`config.mk`:
```
export PLATFORM = sky130hd
export DESIGN_NAME = lqt_link_quality_threshold_access
export DESIGN_NICKNAME = d
export VERILOG_FILES = /design/src/rtl/lqt_pkg.sv /design/src/rtl/lqt_link_quality_threshold_access.sv
export SDC_FILE = /design/constraint.sdc
export NUM_CORES = 1
export LEC_CHECK = 0
export BUFFER_PORTS_ARGS = -buffer_cell sky130_fd_sc_hd__buf_2
export CAP_MARGIN = 20
export CORE_UTILIZATION = 43
export CTS_CLUSTER_DIAMETER = 100
export DETAILED_ROUTE_END_ITERATION = 12
export PLACE_DENSITY = 0.74
export SYNTH_ARGS = -nofsm -noshare
export SYNTH_HDL_FRONTEND = slang
export SYNTH_SLANG_ARGS = --single-unit
```
`constraint.sdc`:
```
create_clock -name clk_i -period 5.1 [get_ports clk_i]
set_clock_uncertainty 0.15 [all_clocks]
set_input_delay 0.765 -clock clk_i [delete_from_list [all_inputs] [get_ports clk_i]]
set_output_delay 0.765 -clock clk_i [all_outputs]
set_load 0.02 [all_outputs]
```
`src/rtl/lqt_pkg.sv`:
```
/*
  Package for the link quality threshold access block: register offsets,
  field positions, reset values and parameter select codes.
  Assumes a management register port that carries 5-bit register addresses.
*/
package lqt_pkg;
  localparam int           LQT_ADDR_W      = 5;
  localparam int           LQT_DATA_W      = 16;
  localparam int           LQT_THR_W       = 8;
  localparam int           LQT_NUM_PARAM   = 5;
  localparam int           LQT_NUM_THR     = 10;
  localparam logic [4:0]   LQT_WARN_CTRL_OFS = 5'h1d;
  localparam logic [4:0]   LQT_THR_DATA_OFS  = 5'h1e;
  localparam logic [15:0]  LQT_THR_DATA_RST  = 16'h0000;
  localparam logic [15:0]  LQT_WARN_CTRL_RST = 16'h0000;
  localparam logic [7:0]   LQT_THR_RST       = 8'h00;
  localparam int           LQT_SAMPLE_BIT  = 13;
  localparam int           LQT_WRCMD_BIT   = 12;
  localparam int           LQT_PSEL_HI     = 11;
  localparam int           LQT_PSEL_LO     = 9;
  localparam int           LQT_HL_BIT      = 8;
  localparam int           LQT_DATA_HI     = 7;
  localparam int           LQT_ENABLE_BIT  = 15;
  localparam int           LQT_WARN_W      = 10;
  localparam logic [2:0]   LQT_SEL_EQ_COEF = 3'h0;
  localparam logic [2:0]   LQT_SEL_GAIN    = 3'h1;
  localparam logic [2:0]   LQT_SEL_BLW     = 3'h2;
  localparam logic [2:0]   LQT_SEL_FREQ_OFS = 3'h3;
  localparam logic [2:0]   LQT_SEL_FREQ_CTL = 3'h4;
endpackage : lqt_pkg

```
`src/rtl/lqt_link_quality_threshold_access.sv`:
```
/*
  Link quality threshold access: threshold data register with sampling of the
  adapted receiver parameters, plus the warning and control register of the
  monitor that uses the thresholds.
  Assumes a management frame decoder on the same clock that gives one-cycle
  read and write strobes, and parameter values from the DSP on the same clock.
*/
`timescale 1ns/1ps
`default_nettype none
module lqt_link_quality_threshold_access
  import lqt_pkg::*;
(
  input  wire logic                             clk_i,
  input  wire logic                             rst_n_i,
  input  wire logic [LQT_ADDR_W-1:0]            reg_addr_i,
  input  wire logic                             reg_wr_i,
  input  wire logic [LQT_DATA_W-1:0]            reg_wdata_i,
  input  wire logic                             reg_rd_i,
  output logic      [LQT_DATA_W-1:0]            reg_rdata_o,
  output logic                                  reg_rvalid_o,
  input  wire logic                             power_down_i,
  input  wire logic                             link_100_valid_i,
  input  wire logic [LQT_NUM_PARAM*LQT_THR_W-1:0] param_value_i,
  output logic                                  monitor_active_o,
  output logic      [LQT_WARN_W-1:0]            warn_flags_o
);

  logic [LQT_THR_W-1:0]  thr_r [LQT_NUM_THR];
  logic                  sample_en_r;
  logic [2:0]            param_sel_r;
  logic                  hl_sel_r;
  logic [LQT_THR_W-1:0]  data_field_r;
  logic [LQT_THR_W-1:0]  sample_r;
  logic                  sample_req_r;
  logic                  monitor_enable_r;
  logic [LQT_WARN_W-1:0] warn_r;
  logic [LQT_DATA_W-1:0] rdata_r;
  logic                  rvalid_r;

  logic                  wr_data_reg;
  logic                  wr_ctrl_reg;
  logic                  rd_ctrl_reg;
  logic                  sel_valid;
  logic [3:0]            thr_idx;
  logic [LQT_THR_W-1:0]  sel_param_val;
  logic [LQT_THR_W-1:0]  sel_thr_val;
  logic [LQT_WARN_W-1:0] warn_set;

  assign wr_data_reg = reg_wr_i && (reg_addr_i == LQT_THR_DATA_OFS);
  assign wr_ctrl_reg = reg_wr_i && (reg_addr_i == LQT_WARN_CTRL_OFS);
  assign rd_ctrl_reg = reg_rd_i && (reg_addr_i == LQT_WARN_CTRL_OFS);

  assign sel_valid = (param_sel_r <= LQT_SEL_FREQ_CTL);
  assign thr_idx   = {param_sel_r, hl_sel_r};

  always_comb
  begin
    sel_param_val = '0;
    sel_thr_val   = '0;
    if (sel_valid)
    begin
      sel_param_val = param_value_i[param_sel_r*LQT_THR_W +: LQT_THR_W];
      sel_thr_val   = thr_r[thr_idx];
    end
  end

  // Control fields of the threshold data register; the command bit is not kept.
  always_ff @(posedge clk_i or negedge rst_n_i)
  begin
    if (!rst_n_i)
    begin
      sample_en_r  <= LQT_THR_DATA_RST[LQT_SAMPLE_BIT];
      param_sel_r  <= LQT_THR_DATA_RST[LQT_PSEL_HI:LQT_PSEL_LO];
      hl_sel_r     <= LQT_THR_DATA_RST[LQT_HL_BIT];
      data_field_r <= LQT_THR_DATA_RST[LQT_DATA_HI:0];
    end
    else if (wr_data_reg)
    begin
      sample_en_r  <= reg_wdata_i[LQT_SAMPLE_BIT];
      param_sel_r  <= reg_wdata_i[LQT_PSEL_HI:LQT_PSEL_LO];
      hl_sel_r     <= reg_wdata_i[LQT_HL_BIT];
      data_field_r <= reg_wdata_i[LQT_DATA_HI:0];
    end
  end

  always_ff @(posedge clk_i or negedge rst_n_i)
  begin
    if (!rst_n_i)
    begin
      for (int i = 0; i < LQT_NUM_THR; i++)
      begin
        thr_r[i] <= LQT_THR_RST;
      end
    end
    else if (wr_data_reg && reg_wdata_i[LQT_WRCMD_BIT] && !power_down_i &&
             (reg_wdata_i[LQT_PSEL_HI:LQT_PSEL_LO] <= LQT_SEL_FREQ_CTL))
    begin
      thr_r[{reg_wdata_i[LQT_PSEL_HI:LQT_PSEL_LO], reg_wdata_i[LQT_HL_BIT]}] <=
        reg_wdata_i[LQT_DATA_HI:0];
    end
  end

  // A write with the sample bit set starts a new sample, taken one cycle later
  // once the new select has settled.
  always_ff @(posedge clk_i or negedge rst_n_i)
  begin
    if (!rst_n_i)
    begin
      sample_req_r <= 1'b0;
    end
    else
    begin
      sample_req_r <= wr_data_reg && reg_wdata_i[LQT_SAMPLE_BIT];
    end
  end

  always_ff @(posedge clk_i or negedge rst_n_i)
  begin
    if (!rst_n_i)
    begin
      sample_r <= '0;
    end
    else if (sample_req_r)
    begin
      sample_r <= sel_param_val;
    end
  end

  always_ff @(posedge clk_i or negedge rst_n_i)
  begin
    if (!rst_n_i)
    begin
      monitor_enable_r <= LQT_WARN_CTRL_RST[LQT_ENABLE_BIT];
    end
    else if (wr_ctrl_reg)
    begin
      monitor_enable_r <= reg_wdata_i[LQT_ENABLE_BIT];
    end
  end

  assign monitor_active_o = monitor_enable_r && link_100_valid_i;

  // Warning bit 2p is the low warning of parameter p, bit 2p+1 the high one.
  always_comb
  begin
    warn_set = '0;
    for (int p = 0; p < LQT_NUM_PARAM; p++)
    begin
      warn_set[2*p]   = monitor_active_o &&
                        (param_value_i[p*LQT_THR_W +: LQT_THR_W] < thr_r[2*p]);
      warn_set[2*p+1] = monitor_active_o &&
                        (param_value_i[p*LQT_THR_W +: LQT_THR_W] > thr_r[2*p+1]);
    end
  end

  always_ff @(posedge clk_i or negedge rst_n_i)
  begin
    if (!rst_n_i)
    begin
      warn_r <= LQT_WARN_CTRL_RST[LQT_WARN_W-1:0];
    end
    else if (rd_ctrl_reg)
    begin
      warn_r <= warn_set;
    end
    else
    begin
      warn_r <= warn_r | warn_set;
    end
  end

  assign warn_flags_o = warn_r;

  // Read data is registered and marked by a one-cycle valid pulse.
  always_ff @(posedge clk_i or negedge rst_n_i)
  begin
    if (!rst_n_i)
    begin
      rdata_r  <= '0;
      rvalid_r <= 1'b0;
    end
    else
    begin
      rvalid_r <= reg_rd_i;
      if (reg_rd_i)
      begin
        rdata_r <= '0;
        if (reg_addr_i == LQT_THR_DATA_OFS)
        begin
          rdata_r[LQT_SAMPLE_BIT]           <= sample_en_r;
          rdata_r[LQT_PSEL_HI:LQT_PSEL_LO]  <= param_sel_r;
          rdata_r[LQT_HL_BIT]               <= hl_sel_r;
          rdata_r[LQT_DATA_HI:0]            <= sample_en_r ? sample_r : sel_thr_val;
        end
        else if (reg_addr_i == LQT_WARN_CTRL_OFS)
        begin
          rdata_r[LQT_ENABLE_BIT]   <= monitor_enable_r;
          rdata_r[LQT_WARN_W-1:0]   <= warn_r;
        end
      end
    end
  end

  assign reg_rdata_o  = rdata_r;
  assign reg_rvalid_o = rvalid_r;

endmodule : lqt_link_quality_threshold_access
`default_nettype wire

```
# Yosys cells after proc, flatten, opt, wreduce, memory -nomap -nowiden
# Cells that the tools add are included.
totals:
  elab_cells: 76
  register_bits: 120
  output_inout_bits: 28
  in_bits: 67
classes:
  n_reduce_logical: 20
  shifts: 1
  mux: 16
  order_cmp: 15
  eq_ne: 2
  bitwise_logic: 3
op_table:
  columns: ["op", "count"]
  rows:
  - ["80-bit bitwise mux", 1]
  - ["8-bit two-way mux", 6]
  - ["8-bit greater-than comparator", 5]
  - ["8-bit < comparator", 5]
  - ["40-bit by 7-bit indexed part select with 8-bit output", 1]
  - ["8-bit binary-select mux with 4-bit select", 1]
  - ["8-bit demux with 4-bit select", 1]
  - ["10-bit two-way mux", 3]
  - ["1-bit logical AND", 19]
  - ["5-bit equality test (second input constant)", 2]
  - ["5-bit >= comparator (second input constant)", 2]
  - ["4-bit inverter with 5-bit output", 2]
  - ["10-bit OR", 1]
  - ["3-bit less-or-equal comparator (second input constant)", 2]
  - ["5-bit by 1-bit < comparator with 1-bit output (second input constant)", 1]
  - ["1-bit two-way mux", 3]
  - ["2-bit two-way mux", 1]
  - ["1-bit zero test", 1]

# Logic depth before layout (Yosys ltp)
depth:
  depth_word: 7
  mapped_depth: 8
  depth_no_buf: 7

# Least setup slack after synthesis
# OpenSTA, ideal clock, no wires.
synth_path:
  kind: "input to register"
  from: "in reg_addr_i[0]"
  to: "reg thr_r[25] (netlist bit)"
  n_path_buf: 1
  arrival_time_ps: 2137
  required_ps: 4822
  setup_time_ps: 128
  cell_stages: 6
  path_slack_ps: 2686
  path_cell_list: "nand3b_4 nor4b_4 nor3b_4 and3_1 buf_4 mux2_1"
synth_via:
  elab_chain_cells: 5
synth_lines:
  columns: ["item", "line_no", "source"]
  rows:
  - ["from (decl)", "lqt_link_quality_threshold_access.sv:15", "input wire logic [LQT_ADDR_W-1:0] reg_addr_i,"]
  - ["5-bit equality test", "lqt_link_quality_threshold_access.sv:49", "assign wr_data_reg = reg_wr_i && (reg_addr_i == LQT_THR_DATA_OFS);"]
  - ["1-bit logical AND", "lqt_link_quality_threshold_access.sv:49", null]
  - ["1-bit logical AND (3 in series)", "lqt_link_quality_threshold_access.sv:95", "else if (wr_data_reg && reg_wdata_i[LQT_WRCMD_BIT] && !power_down_i &&"]
  - ["to (signal, indexed assignment)", "lqt_link_quality_threshold_access.sv:98", "thr_r[{reg_wdata_i[LQT_PSEL_HI:LQT_PSEL_LO], reg_wdata_i[LQT_HL_BIT]}] <="]
  - ["to (decl)", "lqt_link_quality_threshold_access.sv:28", "logic [LQT_THR_W-1:0] thr_r [LQT_NUM_THR];"]
# No other way between the ends.
# A chain may end at the register's enable or synchronous reset.

# Worst setup path after layout
layout_path:
  from: "in link_100_valid_i"
  to: "out monitor_active_o"
layout_via:
  elab_chain_cells: 1
layout_lines:
  columns: ["item", "line_no", "source"]
  rows:
  - ["from (decl)", "lqt_link_quality_threshold_access.sv:22", "input wire logic link_100_valid_i,"]
  - ["1-bit logical AND", "lqt_link_quality_threshold_access.sv:141", "assign monitor_active_o = monitor_enable_r && link_100_valid_i;"]
  - ["to (decl)", "lqt_link_quality_threshold_access.sv:24", "output logic monitor_active_o,"]
# No other way between the ends.

==> flow_summary.json <==
{
  "drtAntennaViolNets": 0,
  "grt_max_degree": 50,
  "reg2reg_from": "hl_sel_r",
  "m1WireLength_um": 9250,
  "yosys.area.top_type": "dfrtp_1",
  "crit_fanout": 6,
  "placed_cells": 1018,
  "synth_cells": 736,
  "worst_setup_path_start_kind": "input port",
  "synth.distinct_cells": 43,
  "num_antenna_cells": 0,
  "slew_headroom_pct": 42.3,
  "clock_path_buffers": 2,
  "cts_buffers": 17,
  "synth-edff-count": 0,
  "required_ns": 4.18,
  "layout_setup_ws_ns": 2.38,
  "fin_crit_ns": 2.72,
  "routedWlPerCell_um": 20.6,
  "utilization_pct": 50.7,
  "syn_area_sq_um": 7590,
  "num-nets-final": 954,
  "wl_met3_um": 1690,
  "max_stage_delay_ns": 0.48,
  "die_x_um": 135,
  "start_util_pct": 44.0,
  "synth_warnings": 0,
  "crit_path_frequent_cell": "buf_2",
  "setup_viol": 0,
  "fin_crit_sh_pct": 53.3,
  "postSynthAreaPerCell_sq_um": 10.3,
  "dr.pass1.iters": 5,
  "path_class": "input port to output pin",
  "cts_tree": "built",
  "rsz0062_at_grt": "no",
  "yosys.area.top_type_share_pct": 39.6,
  "status": "finished clean",
  "gp_congestion": 0.871,
  "core.rowCount": 48,
  "worstPathArrival_ns": 1.80,
  "critPathLaunch": "link_100_valid_i",
  "h-tree-depth": 4,
  "vdd_drop_max_mv": 0.297,
  "drive_above_1_share_pct": 25.2,
  "dieArea_sq_um": 18200,
  "cellLeakagePower_nw": 4.11,
  "port_buffers": 91,
  "top_layer": "met4",
  "crit_chain": "buf_2 -> nand2_1 -> inv_1 -> buf_2",
  "drtIter0Drc": 502,
  "syn2layout_area_growth_pct": 15.1,
  "vias": 5992,
  "ys_ff_latch": 120,
  "powerDensity_nw_per_um2": 319,
  "antenna_found_initial": 0,
  "routed_wl_um": 21600,
  "cts_resized": 0,
  "slew_violations": 0,
  "grt_pass1_wl_um": 33400,
  "chipHeight_um": 135,
  "critPathCaptureType": "output pin",
  "postCtsHoldBufs": 0,
  "async_reset_ff_share_pct": 100,
  "hold_ws_ns": 0.141,
  "yosys-top-cells-area": "dfrtp_1 (40%), ha_1 (12%), mux2_2 (9.2%), inv_1 (4.3%), a21oi_1 (3.8%)",
  "drv_cap": 0,
  "setup_tns_ns": 0,
  "clock_latency_ns": 0.42,
  "cts_root_buffer": "clkbuf_16",
  "synth_ff_type": "dfrtp_1",
  "hold_violations": 0,
  "overflow": 0,
  "dp_hpwl_um": 15800,
  "place_ws_ns": 2.22,
  "cts.sinks": 120,
  "post_cts_buffers": 0,
  "core_area_sq_um": 17200,
  "route.detailed.drc": 0,
  "worst_pin_slew_ns": 0.863,
  "yosysSeqAreaShare_pct": 39.6,
  "fmax_mhz": 368,
  "grt_usage_pct": 25.1,
  "crit_slowest_cell": "inv_1",
  "clkTransAtPathRegs_ns": 0.05,
  "grt_pass1_vias": 5823,
  "final_cells": 1048,
  "viasPerCell": 5.72,
  "wl_met2_um": 9910,
  "min_path_type": "input port to async pin",
  "ios": 95
}
-- where the power goes --
part           switching (mW)  internal [mW]
sequential              0.104           1.01
combinational           0.315          0.215
clock                   0.411          0.727
total                   0.830           1.95
-- final timing paths --
check	slack, ns	to	cells past startpoint
max	2.38	monitor_active_o	4
min	0.14	reg_rvalid_o	1
max reg2reg	2.57	reg_rdata_o[3]	6
min reg2reg	0.33	thr_r[31]	1
max in group asynchronous	3.65	thr_r[56]	2
min in group clk_i	0.33	thr_r[31]	1
-- logic make-up after synthesis --
family                   synth area share (%)
AO/OA/AOI/OAI                            11.5
multiplexers                             18.8
adder cells (fa/ha/maj)                  12.4
AND/OR/NAND/NOR                          11.0
buffers and inverters                    6.66
flip-flops                               39.6
other                                  0.0494
-- worst max-delay path, delay by kind of cell --
family,cells,cell delay [ns]
buffers and inverters,3,0.81
and+or+nand+nor,1,0.22
-- cells in the mapped netlist (9+ instances only) --
cell,n
mux2i_1,28
nand2b_1,16
a21oi_1,58
nor2b_1,19
a211oi_1,10
mux2_2,62
inv_1,87
nand2_1,39
mux4_2,12
nor2_1,15
a22oi_1,13
mux2_1,16
a21o_1,11
ha_1,75
and3_1,9
dfrtp_1,120
o211ai_1,15
o21ai_0,28
buf_2,11
nand3_1,17
nand4_1,11
clkbuf_1,18
-- flip-flops by register name, summed over array words and instances (netlist names) --
| name | cells |
|---|---|
| monitor_enable_r | 1 |
| sample_r | 8 |
| reg_rvalid_o | 1 |
| sample_en_r | 1 |
| sample_req_r | 1 |
| param_sel_r | 3 |
| hl_sel_r | 1 |
| warn_flags_o | 10 |
| thr_r | 80 |
| reg_rdata_o | 14 |
-- layout make-up --
class	count	area, sq um
flip-flops and latches	120	3000
clock inverters	3	40.0
well taps	225	282
inverters	87	327
repair buffers	95	488
fillers	1534	8500
clock buffers	27	513
multi-input cells	491	4080
-- stage by stage --
| step | total power, mW | cell area (sq um) |
|---|---|---|
| after floorplan | 1.43 | 7590 |
| after global placement | 1.64 | 8180 |
| after detailed placement | 1.65 | 8180 |
| after CTS | 2.79 | 8730 |
| after global routing | 2.89 | 8730 |
| final | 2.78 | 8730 |
-- metal layers --
layer  vias to the layer above  track usage (%)
met5                         -                0
met4                         0             11.2
met3                        51             6.04
met2                       268             38.9
met1                      2913             33.3
li1                       2760                -
-- cell usage in the layout (no fill, tap or decap), types with 2 or more instances in the layout --
cell type,Yosys,layout
a22oi_1,13,13
and3_1,9,9
nand2b_1,16,16
conb_1,1,2
nor3_1,6,6
o21ai_0,28,28
a21o_1,11,11
inv_1,87,87
and2_1,3,3
clkbuf_8,0,5
buf_4,5,5
a211oi_1,10,10
nand2_1,39,39
nand2_2,6,6
mux2i_1,28,28
clkinv_2,0,2
nand4_1,11,11
nor2b_1,19,19
ha_1,75,75
clkbuf_16,0,17
nor2_1,15,15
mux2_2,62,62
nand3_1,17,17
o22ai_1,6,6
mux4_2,12,12
buf_2,11,90
o211ai_1,15,15
clkbuf_1,18,5
mux2_1,16,16
dfrtp_1,120,119
a21oi_1,58,58
(Power assumes the default switching activity.)
